`src/rtl/feature_ctl_pkg.sv`:
```
// constants and types for the feature soft-disable control block
package feature_ctl_pkg;

  // register offsets (byte addresses)
  localparam logic [7:0] FEAT_DISABLE_OFS = 8'h00;
  localparam logic [7:0] FEAT_STATUS_OFS  = 8'h04;

  // field positions in feature_disable_register (1 = disabled)
  localparam int PCI_BIT    = 0;
  localparam int HSS_BIT    = 1;
  localparam int UTOPIA_BIT = 2;
  localparam int MAC_A_BIT  = 3;
  localparam int MAC_C_BIT  = 4;
  localparam int USB0_BIT   = 5;
  localparam int USB1_BIT   = 6;
  localparam int ECC_BIT    = 7;
  localparam int NFEAT      = 8;

  // reset value: all enabled except UTOPIA (engine A MACs win)
  localparam logic [7:0] FEAT_DISABLE_RST = 8'h04;

  // enables after reset, struct order, as resolved from FEAT_DISABLE_RST
  localparam logic [7:0] FEAT_EN_RST      = 8'hDF;

  // status register bit 8: written since reset
  localparam int WRITTEN_BIT = 8;

  localparam logic [1:0] HTRANS_NONSEQ = 2'h2;
  localparam logic [2:0] HSIZE_WORD    = 3'h2;

  typedef struct packed {
    logic pci;
    logic hss_pair;
    logic utopia;
    logic mac_a;
    logic mac_c;
    logic usb0;
    logic usb1;
    logic ecc;
  } feat_en_type;

endpackage

```
`src/rtl/feature_resolve.sv`:
```
// resolves the written disable bits into legal per-unit enables
`timescale 1ns/1ps
`default_nettype none
module feature_resolve
  import feature_ctl_pkg::*;
(
  // raw disable bits and priority of last exclusive write
  input  wire logic [7:0]  i_dis,
  input  wire logic        i_utopia_pri,
  // legal enables
  output feat_en_type      o_en
);
  always_comb
  begin
    o_en.pci      = ~i_dis[PCI_BIT];
    o_en.hss_pair = ~i_dis[HSS_BIT];
    o_en.mac_c    = ~i_dis[MAC_C_BIT];
    o_en.usb0     = ~i_dis[USB0_BIT];
    o_en.usb1     = ~i_dis[USB1_BIT];
    o_en.ecc      = ~i_dis[ECC_BIT];
    // both requested: the later-enabled one wins
    o_en.utopia   = ~i_dis[UTOPIA_BIT] & (i_dis[MAC_A_BIT] | i_utopia_pri);
    o_en.mac_a    = ~i_dis[MAC_A_BIT] & ~o_en.utopia;
  end
endmodule // feature_resolve
`default_nettype wire

```
`src/rtl/feature_soft_disable_control.sv`:
```
// AHB-Lite register bank for feature soft-disable with per-unit enables
`timescale 1ns/1ps
`default_nettype none
module feature_soft_disable_control
  import feature_ctl_pkg::*;
(
  // clock and reset
  input  wire logic        i_clk,
  input  wire logic        i_rstn,
  // ahb-lite slave
  input  wire logic        i_hsel,
  input  wire logic [7:0]  i_haddr,
  input  wire logic [1:0]  i_htrans,
  input  wire logic        i_hwrite,
  input  wire logic [2:0]  i_hsize,
  input  wire logic [31:0] i_hwdata,
  input  wire logic        i_hready,
  output logic [31:0]      o_hrdata,
  output logic             o_hreadyout,
  output logic             o_hresp,
  // per-unit enables, low isolates the unit
  output feature_ctl_pkg::feat_en_type o_feat_en
);
  import feature_ctl_pkg::*;

  // ----------------------------------------
  // address decode
  // ----------------------------------------
  function automatic logic hit_disable(input logic [7:0] a);
    return a == FEAT_DISABLE_OFS;
  endfunction

  // ----------------------------------------
  // bus address phase capture
  // ----------------------------------------
  logic       wr_pend_ff, nxt_wr_pend;
  logic       rd_pend_ff, nxt_rd_pend;
  logic [7:0] addr_ff,    nxt_addr;
  logic       sel_ok;

  assign sel_ok = i_hsel & i_hready & (i_htrans == HTRANS_NONSEQ) & (i_hsize == HSIZE_WORD);

  always_comb
  begin
    nxt_wr_pend = sel_ok & i_hwrite;
    nxt_rd_pend = sel_ok & ~i_hwrite;
    nxt_addr    = sel_ok ? i_haddr : addr_ff;
  end

  always_ff @(posedge i_clk)
  begin
    if (!i_rstn)
    begin
      wr_pend_ff <= 1'b0;
      rd_pend_ff <= 1'b0;
      addr_ff    <= 8'h00;
    end
    else
    begin
      wr_pend_ff <= nxt_wr_pend;
      rd_pend_ff <= nxt_rd_pend;
      addr_ff    <= nxt_addr;
    end
  end

  // ----------------------------------------
  // feature_disable_register
  // ----------------------------------------
  logic [7:0]  dis_ff,     nxt_dis;
  logic        upri_ff,    nxt_upri;
  logic        written_ff, nxt_written;
  feat_en_type en_comb;
  feat_en_type en_ff;
  logic        dis_wr;

  assign dis_wr = wr_pend_ff & hit_disable(addr_ff);

  always_comb
  begin
    nxt_dis     = dis_ff;
    nxt_upri    = upri_ff;
    nxt_written = written_ff;
    if (dis_wr)
    begin
      nxt_dis     = i_hwdata[7:0];
      nxt_written = 1'b1;
      // exclusive pair: whichever turns on afresh takes priority, UTOPIA if both do in one write
      if (!i_hwdata[UTOPIA_BIT] && dis_ff[UTOPIA_BIT])
        nxt_upri = 1'b1;
      else if (!i_hwdata[MAC_A_BIT] && dis_ff[MAC_A_BIT])
        nxt_upri = 1'b0;
    end
  end

  feature_resolve u_resolve (
    .i_dis        (dis_ff),
    .i_utopia_pri (upri_ff),
    .o_en         (en_comb)
  );

  // held until rewritten or reset
  always_ff @(posedge i_clk)
  begin
    if (!i_rstn)
    begin
      dis_ff     <= FEAT_DISABLE_RST;
      upri_ff    <= 1'b0;
      written_ff <= 1'b0;
      en_ff      <= feat_en_type'(FEAT_EN_RST);
    end
    else
    begin
      dis_ff     <= nxt_dis;
      upri_ff    <= nxt_upri;
      written_ff <= nxt_written;
      en_ff      <= en_comb;
    end
  end

  assign o_feat_en = en_ff;

  // ----------------------------------------
  // read data
  // ----------------------------------------
  logic [31:0] rdata_ff, nxt_rdata;

  always_comb
  begin
    nxt_rdata = 32'h0000_0000;
    if (sel_ok && !i_hwrite)
    begin
      case (i_haddr)
        FEAT_DISABLE_OFS: nxt_rdata = {24'h00_0000, nxt_dis};
        FEAT_STATUS_OFS:  nxt_rdata = {23'h00_0000, nxt_written, en_comb};
        default:          nxt_rdata = 32'h0000_0000;
      endcase
    end
  end

  always_ff @(posedge i_clk)
  begin
    if (!i_rstn)
      rdata_ff <= 32'h0000_0000;
    else
      rdata_ff <= nxt_rdata;
  end

  assign o_hrdata    = rdata_ff;
  assign o_hreadyout = 1'b1;
  assign o_hresp     = 1'b0;
endmodule // feature_soft_disable_control
`default_nettype wire
```
`config.mk`:
```
export PLATFORM = sky130hd
export DESIGN_NAME = feature_soft_disable_control
export DESIGN_NICKNAME = d
export VERILOG_FILES = /design/src/rtl/feature_ctl_pkg.sv /design/src/rtl/feature_resolve.sv /design/src/rtl/feature_soft_disable_control.sv
export SDC_FILE = /design/constraint.sdc
export NUM_CORES = 1
export LEC_CHECK = 0
export BUFFER_PORTS_ARGS = -buffer_cell sky130_fd_sc_hd__buf_2
export CAP_MARGIN = 15
export CELL_PAD_IN_SITES_DETAIL_PLACEMENT = 0
export CELL_PAD_IN_SITES_GLOBAL_PLACEMENT = 2
export CORE_ASPECT_RATIO = 0.9
export CORE_UTILIZATION = 24
export DETAILED_ROUTE_END_ITERATION = 10
export GPL_TIMING_DRIVEN = 0
export PLACE_DENSITY = 0.81
export SYNTH_ARGS = -nofsm -noshare
export SYNTH_HDL_FRONTEND = slang
export SYNTH_SLANG_ARGS = --single-unit
```
`constraint.sdc`:
```
create_clock -name i_clk -period 2 [get_ports i_clk]
set_input_delay 0.5 -clock i_clk [delete_from_list [all_inputs] [get_ports i_clk]]
set_output_delay 0.5 -clock i_clk [all_outputs]
set_load 0.01 [all_outputs]
```
==> results of run 1 <==
critical path, stage by stage:
cell and delay, ps:
buf_2 110, nor3_2 560, and3b_1 240, clkbuf_1 280, o21ai_0 190, a21oi_1 150
timing repair:
action,in CTS,in global routing
gates resized for setup,2,5
setup endpoints to repair,8,1
hold buffers,0,0
synth_stat cells (2+ instances only):
library cell  instances
nand2_1               8
buf_4                25
mux2i_1               8
dfxtp_1              36
a31oi_1               6
nand4_1               6
o21ai_0              10
buf_2                 2
nor2b_1               9
o21a_1                7
clkbuf_1              6
conb_1                2
a21oi_1               8
nor3_1                2
and4_1                8
nor2_1                4
inv_1                 8
o31a_1                2
nand3_1               2
or3_1                 3
buf_6                 2
worst paths after layout:
path / endpoint / start / slack, ps
min reg2reg: o_feat_en[3] / dis_ff[4] / 380
max reg2reg: o_hrdata[3] / addr_ff[5] / 320
max: o_hrdata[2] / i_haddr[0] / 180
min: o_feat_en[3] / dis_ff[4] / 380
through the flow:
step           setup slack, ps  setup TNS [ps]  cells  power, mW  hold WS, ps
6_report                 177.5               0    339      1.460        379.6
3_3_place_gp            -403.8           -3048    331     0.8506        367.2
5_1_grt                  22.62               0    339      1.528        394.1
3_5_place_dp            -435.0           -3307    331     0.8511        364.9
4_1_cts                  192.0               0    339      1.478        382.1
2_1_floorplan            202.0               0    200     0.8139        357.9
registers in the layout, indices dropped and copies added, names as in the netlist:
signal / flops
written_ff: 1
o_hrdata: 9
wr_pend_ff: 1
upri_ff: 1
o_feat_en: 8
dis_ff: 8
addr_ff: 8
layout make-up:
cell class	instances	area, sq um
Timing Repair Buffer	41	205.2
Sequential cell	36	720.7
Clock buffer	6	72.57
Fill cell	733	4431
Buffer	35	244.0
Inverter	8	30.03
Tap cell	90	112.6
Multi-Input combinational cell	121	770.7
Clock inverter	2	35.03
logic make-up (layout without fill, tap and decap cells):
kind of cell	Yosys count	in the layout	synth area share [%]
AND/OR/NAND/NOR	52	52	20.77
flip-flops	36	36	43.67
multiplexers	8	8	4.852
AO/OA/AOI/OAI	36	36	13.72
buffers and inverters	43	92	16.53
other	2	25	0.4551
cells in the final DEF (no fill, tap or decap):
cell and instances:
o31a_1 2, nor2_1 4, nand3_1 2, o21a_1 7
clkbuf_1 6, o311ai_1 1, nand4_1 6, clkinv_2 1
clkbuf_8 5, buf_2 43, nor4b_4 1, or3b_1 1
nor4bb_1 1, clkbuf_2 1, a31oi_1 6, nor3b_1 1
nand2_1 8, inv_1 8, nor3_2 2, a21oi_1 8
conb_1 25, o21ai_0 10, dfxtp_1 36, nand4b_1 1
and3b_1 1, or3_1 3, buf_6 2, nand3b_1 1
buf_4 25, nor4_4 1, mux2i_1 8, nor2b_1 9
or4b_1 1, a21boi_0 1, or2_2 1, bufinv_16 1
a211oi_2 1, and4_1 8
power groups by stage:
| stage | sequential [mW] | combinational, mW | clock, mW |
|---|---|---|---|
| final | 0.718 | 0.120 | 0.622 |
| after global routing | 0.718 | 0.132 | 0.677 |
| after CTS | 0.718 | 0.119 | 0.641 |
| after floorplan | 0.735 | 0.0794 | 0 |
| after global placement | 0.735 | 0.116 | 0 |
| after detailed placement | 0.735 | 0.116 | 0 |
per-layer routing:
layer | up-vias | share of wire (%) | global-route usage [%]
li1 | 713 | - | -
met1 | 594 | 50 | 15.15
met2 | 45 | 43 | 17.63
met3 | 7 | 5.5 | 3.083
met4 | 0 | 1.1 | 3.810
met5 | - | 0 | 0
==> qor.csv, run 1 <==
stage,metric,value,unit
yosys,synth_ff_type,dfxtp_1,
setup_path,startpoint_type,primary input,
yosys,yosysWarnings,0,
setup_path,path_max_fanout,8,
yosys,syn_inst,177,
timing,final.period_utilization,91.13,%
clock_network,cts_setup_buffers,0,
yosys,synth_top_area_share,43.67,%
place,dp.final_hpwl,2812,microns
floorplan,rows,28,
global_route,grt_max_degree,12,
yosys,synth.distinct_cells,34,
global_route,gr-total-overflow,0,
yosys,synth-seq-cells,36,
clock_network,htreeDepth,2,
pwr,p_per_area,666.6,nW/um^2
cells_and_area,final_nets,298,
timing,finalHoldViolations,0,
clock_network,clkSinkCount,36,
timing,tightest_slew,658.7,ps
cells_and_area,drive_gt1_share,33.73,%
timing,skew,2.960,ps
pwr,switchingPower,0.3135,mW
setup_path,arrival,2040,ps
routing,num_vias,1359,
pwr,p_clk_share,42.6,%
yosys,syn_avg_cell_area,9.324,sq um
cells_and_area,fin_util,33.09,%
routing,drc,0,
routing,via_per_inst,4.009,
pwr,seq_power_share,49.2,%
floorplan,start_util,24.92,%
timing,relSlewSlack,55.85,%
yosys,ys_seq_area_share,43.67,%
floorplan,die_area,7213,sq um
yosys,synth_edf_count,0,
floorplan,core,6621,sq um
clock_network,cts_tree,built,
routing,drt_iter0_drc,53,
pwr,p_leak,0.9733,nW
routing,wl_per_cell,11.08,microns
place,portBuffers,41,
place,place_congestion,0.7455,
clock_network,numCtsBuffers,5,
yosys,syn_area,1650,sq um
floorplan,die_h,80.67,microns
cells_and_area,diodes,0,
clock_network,cts-root-buf,clkbuf_8,
floorplan,io_pins,92,
global_route,antenna_found_initial,0,
pwr,intPower,1.147,mW
setup_path,criticalPathCategory,in -> reg,
setup_path,worstPathRequired,2220,ps
hold_path,min_path_type,reg -> reg,
pwr,power_frac_comb,8.2,%
setup_path,r2r_cells,4,
cells_and_area,fin_area,2191,sq um
hold_path,holdPathStages,1,
yosys,async_reset_ff_share,0,%
timing,setup_viol,0,
pwr,switching_share,21.46,%
global_route,grt_util_all_layers,11.39,%
cells_and_area,syn2layout_area_growth,32.75,%
routing,ant_nets,0,
setup_path,cp-end-kind,flip-flop,
status,status,finished clean,
clock_network,insertion_delay,280,ps
routing,finalWirelength,3756,microns
timing,fmax,0.5487,GHz
timing,slew_viol_final,0,
routing,drtPass1Iterations,4,
timing,finalCriticalPeriod,1823,ps
global_route,grt_first_pass_wirelength,6065,microns
flow_run,maxCapViolCount,0,
pwr,peakVddDrop,0.0002680,V
floorplan,die_x,89.41,microns
clock_network,clk_pin_slew,70,ps
place,place_area,2054,sq um
clock_network,clk_path_buf_depth,2,
yosys,yosysTopAreaCell,dfxtp_1,
global_route,first_global_vias,1243,
timing,grt_setup_unrepaired,no,
yosys,synthTopCellsByArea,"dfxtp_1 (44%), buf_4 (11%), mux2i_1 (4.9%)",
Note: power is estimated with default switching activity, not from simulation.
==> run 2, diff against run 1 <==
MAX_ROUTING_LAYER = met4   (was unset)
==> qor.csv, run 2 (synthesis gave the netlist of run 1 again) <==
stage,metric,value,unit
setup_path,crit_start,i_haddr[0],
timing,tightest_slew,628.4,ps
cells_and_area,final_nets,298,
timing,grt_setup_unrepaired,no,
routing,num_vias,1356,
cells_and_area,drive_gt1_share,33.73,%
routing,drc,0,
place,place_ws,-435.0,ps
setup_path,criticalPathCategory,in -> reg,
floorplan,die_h,80.67,microns
timing,holdWs,379.7,ps
cells_and_area,regArea,720.7,sq um
clock_network,htreeDepth,2,
cells_and_area,fin_cells,339,
cells_and_area,multi_input_area,770.7,sq um
floorplan,start_util,24.92,%
routing,via_per_inst,4.000,
routing,wl_per_cell,11.17,microns
clock_network,cts_resized,2,
setup_path,worstPathRequired,2220,ps
timing,slew_viol_final,0,
clock_network,cts_setup_buffers,0,
cells_and_area,largest_reg_flops,9,
cells_and_area,fin_util,33.09,%
cells_and_area,syn2layout_area_growth,32.75,%
timing,fmax,0.5564,GHz
setup_path,cp_slowest_cell,nor3_2,
floorplan,rows,28,
global_route,grt_util_all_layers,11.76,%
clock_network,cts_tree,built,
hold_path,min_path_type,reg -> reg,
setup_path,cpPeakStageDelay,540,ps
global_route,gr-total-overflow,0,
place,place_congestion,0.7549,
cells_and_area,diodes,0,
clock_network,clkSinkCount,36,
global_route,grt_max_degree,12,
status,status,finished clean,
global_route,first_global_vias,1236,
setup_path,arrival,2020,ps
cells_and_area,final_common_cell,buf_2,
cells_and_area,n_fill_cell,733,
setup_path,r2r_start,addr_ff[5],
global_route,antenna_found_initial,0,
hold_path,hold_start,dis_ff[4],
pwr,peakVddDrop,0.0002671,V
timing,final.period_utilization,89.87,%
clock_network,numCtsBuffers,5,
timing,finalHoldViolations,0,
place,portBuffers,41,
clock_network,clk_pin_slew,70,ps
clock_network,ctsHoldBuffers,0,
clock_network,insertion_delay,280,ps
clock_network,cts-root-buf,clkbuf_8,
floorplan,io_pins,92,
routing,finalWirelength,3787,microns
setup_path,path_max_fanout,8,
clock_network,clk_path_buf_depth,2,
place,place_area,2054,sq um
timing,setup_viol,0,
floorplan,die_x,89.41,microns
global_route,grt_first_pass_wirelength,6120,microns
timing,relSlewSlack,57.88,%
pwr,p_leak,0.9733,nW
place,dp.final_hpwl,2812,microns
floorplan,die_area,7213,sq um
flow_run,maxCapViolCount,0,
setup_path,startpoint_type,primary input,
timing,skew,2.938,ps
routing,drt_iter0_drc,49,
setup_path,cp_cell_sequence,"buf_2, nor3_2, and3b_1, clkbuf_1, o21ai_0, a21oi_1",
cells_and_area,final_cell_mix,"buf_2 (43), dfxtp_1 (36), buf_4 (25), conb_1 (25), o21ai_0 (10)",
setup_path,cp-end-kind,flip-flop,
floorplan,core,6621,sq um
timing,finalCriticalPeriod,1797,ps
routing,ant_nets,0,
cells_and_area,fin_area,2191,sq um
pwr,p_per_area,665.7,nW/um^2
routing,drtPass1Iterations,4,
timing,fin_ws,202.6,ps
place,post-place-cells,331,
[run 2: cell counts in the layout (fill, tap and decap cells not counted)]
No cell type changed its count.
[run 2: path summary, 6_finish.rpt]
| check | end | slack, ps | cells after the start |
|---|---|---|---|
| min reg2reg | o_feat_en[3] | 380 | 1 |
| max | o_hrdata[2] | 200 | 6 |
| max reg2reg | o_hrdata[2] | 320 | 4 |
| min | o_feat_en[3] | 380 | 1 |
[run 2: worst max-delay path, delay by kind of cell]
kind	cells	cell delay, ps
buffers and inverters	2	390
AND/OR/NAND/NOR	2	780
AO/OA/AOI/OAI	2	340
[run 2: final cells by class]
class | instances | area share (%)
plain buffers | 35 | 11.14
clock buffers | 6 | 3.312
inverters | 8 | 1.371
clock inverters | 2 | 1.599
repair buffers | 41 | 9.366
multi-input cells | 121 | 35.18
flip-flops and latches | 36 | 32.90
well taps | 90 | 5.140
[run 2: report_power, final]
part / internal [mW] / total [mW] / switching, mW
Combinational: 0.0597 / 0.120 / 0.0605
Clock: 0.370 / 0.620 / 0.250
Sequential: 0.718 / 0.718 / 0.000835
Total: 1.15 / 1.46 / 0.311
[run 2: stage by stage]
stage / power [mW] / setup TNS (ps)
floorplan: 0.8139 / 0
global placement: 0.8506 / -3048
detailed placement: 0.8511 / -3307
CTS: 1.478 / 0
finish: 1.458 / 0
global route: 1.530 / 0
[run 2: metal layers]
layer	vias to the layer above	global-route usage [%]	share of wire [%]
li1	715	-	-
met1	596	15.39	50
met2	43	17.56	45
met3	2	3.083	5.5
met4	0	3.810	0.32
met5	-	-	0
==> run 3, diff against run 2 <==
CORE_UTILIZATION = 21   (was 24)
PLACE_DENSITY = 0.75   (was 0.81)
clock period = 1.6 ns   (was 2 ns; I/O delays follow)
==> qor.csv, run 3 (synthesis gave the netlist of run 1 again) <==
stage,metric,value,unit
timing,finalHoldViolations,0,
flow_run,maxCapViolCount,0,
routing,drtPass1Iterations,5,
pwr,switchingPower,0.4015,mW
setup_path,r2r_end,o_hrdata[3],
status,status,finished clean,
cells_and_area,drive_gt1_share,37.89,%
pwr,intPower,1.438,mW
timing,slew_viol_final,0,
floorplan,die_x,95.45,microns
hold_path,min_to,wr_pend_ff,
pwr,power_frac_comb,8.5,%
timing,final.period_utilization,96.30,%
clock_network,cts_tree,built,
clock_network,insertion_delay,290,ps
cells_and_area,fin_util,30.25,%
setup_path,rrSetupSlack,60,ps
setup_path,cp_slowest_cell,or4b_4,
global_route,grt_first_pass_wirelength,6168,microns
setup_path,arrival,1720,ps
cells_and_area,final_cell_mix,"buf_2 (42), dfxtp_1 (35), buf_4 (34)",
hold_path,min_path_type,in -> reg,
timing,fmax,0.6490,GHz
global_route,gr-total-overflow,0,
pwr,switching_share,21.83,%
clock_network,clk_pin_slew,70,ps
clock_network,numCtsBuffers,5,
global_route,first_global_vias,1273,
pwr,peakVddDrop,0.0004155,V
pwr,p_clk_share,42.7,%
pwr,seq_power_share,48.8,%
floorplan,die_h,86.10,microns
place,place_congestion,0.7037,
cells_and_area,n_fill_cell,836,
hold_path,holdPathStages,3,
place,dp.final_hpwl,2930,microns
floorplan,die_area,8218,sq um
pwr,power,1.839,mW
global_route,grt_max_degree,12,
pwr,p_per_area,801.9,nW/um^2
cells_and_area,diodes,0,
routing,drc,0,
setup_path,worstPathRequired,1780,ps
pwr,p_leak,1.026,nW
cells_and_area,final_common_cell,buf_2,
floorplan,io_pins,92,
place,portBuffers,41,
setup_path,r2r_cells,4,
clock_network,htreeDepth,2,
setup_path,cpPeakStageDelay,550,ps
floorplan,core,7582,sq um
hold_path,hold_start,i_hwrite,
routing,ant_nets,0,
cells_and_area,syn2layout_area_growth,38.97,%
clock_network,clkSinkCount,36,
global_route,antenna_found_initial,0,
clock_network,cts-root-buf,clkbuf_8,
floorplan,start_util,21.77,%
setup_path,criticalPathCategory,reg -> reg,
setup_path,path_max_fanout,3,
setup_path,critical_path_buf_inv_count,0,
setup_path,startpoint_type,flip-flop,
routing,wl_per_cell,11.36,microns
routing,drt_iter0_drc,37,
routing,num_vias,1421,
timing,skew,7.687,ps
clock_network,clk_path_buf_depth,2,
timing,finalCriticalPeriod,1541,ps
routing,via_per_inst,4.037,
setup_path,r2r_start,addr_ff[5],
global_route,grt_util_all_layers,10.52,%
setup_path,cp_cell_sequence,"or4b_4, o31a_1, o21ai_1, a21oi_1",
setup_path,cp-end-kind,flip-flop,
cells_and_area,largest_reg_flops,9,
routing,finalWirelength,4000,microns
floorplan,rows,30,
cells_and_area,final_nets,305,
setup_path,path_delay_family,simple AND/OR/NAND/NOR gates,
timing,setup_viol,0,
-- run 3: cell count changes in the layout (fill, tap and decap cells not counted), sizes merged --
cell	delta
buf	+9
clkbuf	-2
-- run 3: timing repair --
item,4_1_cts,5_1_grt
setup buffers,3,5
endpoints found under the setup margin,11,10
hold buffers,0,0
cloned,0,0
pin swaps,2,3
gates resized for setup,13,6
-- run 3: how the worst max path moves through the flow --
stage | startpoint | end | depth (start not counted)
global placement | i_haddr[0] | o_hrdata[2] | 6
global route | addr_ff[0] | upri_ff | 5
floorplan | i_hsize[2] | o_hrdata[8] | 6
CTS | addr_ff[5] | o_hrdata[2] | 4
detailed placement | i_haddr[0] | o_hrdata[2] | 6
finish | addr_ff[5] | o_hrdata[3] | 4
-- run 3: per-layer routing --
layer / up-vias / part of all wire [%] / track usage (%) / wire (microns)
li1: 730 / - / - / -
met5: - / 0 / - / 0
met1: 634 / 47 / 12.89 / 1875
met2: 51 / 45 / 16.23 / 1818
met3: 6 / 5.9 / 2.748 / 237
met4: 0 / 1.7 / 4.478 / 68
-- run 3: worst register-to-register path: cells and delay by family (launching register included) --
family           cells  cell delay (ps)
AND/OR/NAND/NOR      1              550
AO/OA/AOI/OAI        3              550
flip-flops           1              350
-- run 3: area by class of cell --
| type | instances | area (sq um) | area share, % |
|---|---|---|---|
| Clock inverter | 2 | 35.03 | 1.528 |
| Timing Repair Buffer | 49 | 265.3 | 11.57 |
| Inverter | 8 | 30.03 | 1.309 |
| Buffer | 34 | 249.0 | 10.86 |
| Multi-Input combinational cell | 121 | 799.5 | 34.86 |
| Sequential cell | 36 | 721.9 | 31.48 |
| Clock buffer | 6 | 72.57 | 3.164 |
| Tap cell | 96 | 120.1 | 5.237 |
-- run 3: stage by stage --
stage / hold slack, ps / TNS [ps] / cell area, sq um / setup slack [ps] / instances
floorplan: 357.9 / -29.91 / 1737 / -29.91 / 200
global placement: 367.8 / -6527 / 2062 / -765.9 / 337
detailed placement: 365.3 / -6305 / 2062 / -750.7 / 337
CTS: 333.8 / 0 / 2241 / 8.618 / 348
global route: 346.7 / -1.422 / 2293 / -1.422 / 352
finish: 340.9 / 0 / 2293 / 59.24 / 352
-- run 3: power groups by stage --
| stage | Clock (mW) | Sequential (mW) | Combinational (mW) |
|---|---|---|---|
| finish | 0.785 | 0.898 | 0.156 |
| global route | 0.854 | 0.898 | 0.172 |
| CTS | 0.811 | 0.898 | 0.154 |
| detailed placement | 0 | 0.918 | 0.146 |
| global placement | 0 | 0.918 | 0.146 |
| floorplan | 0 | 0.918 | 0.0992 |
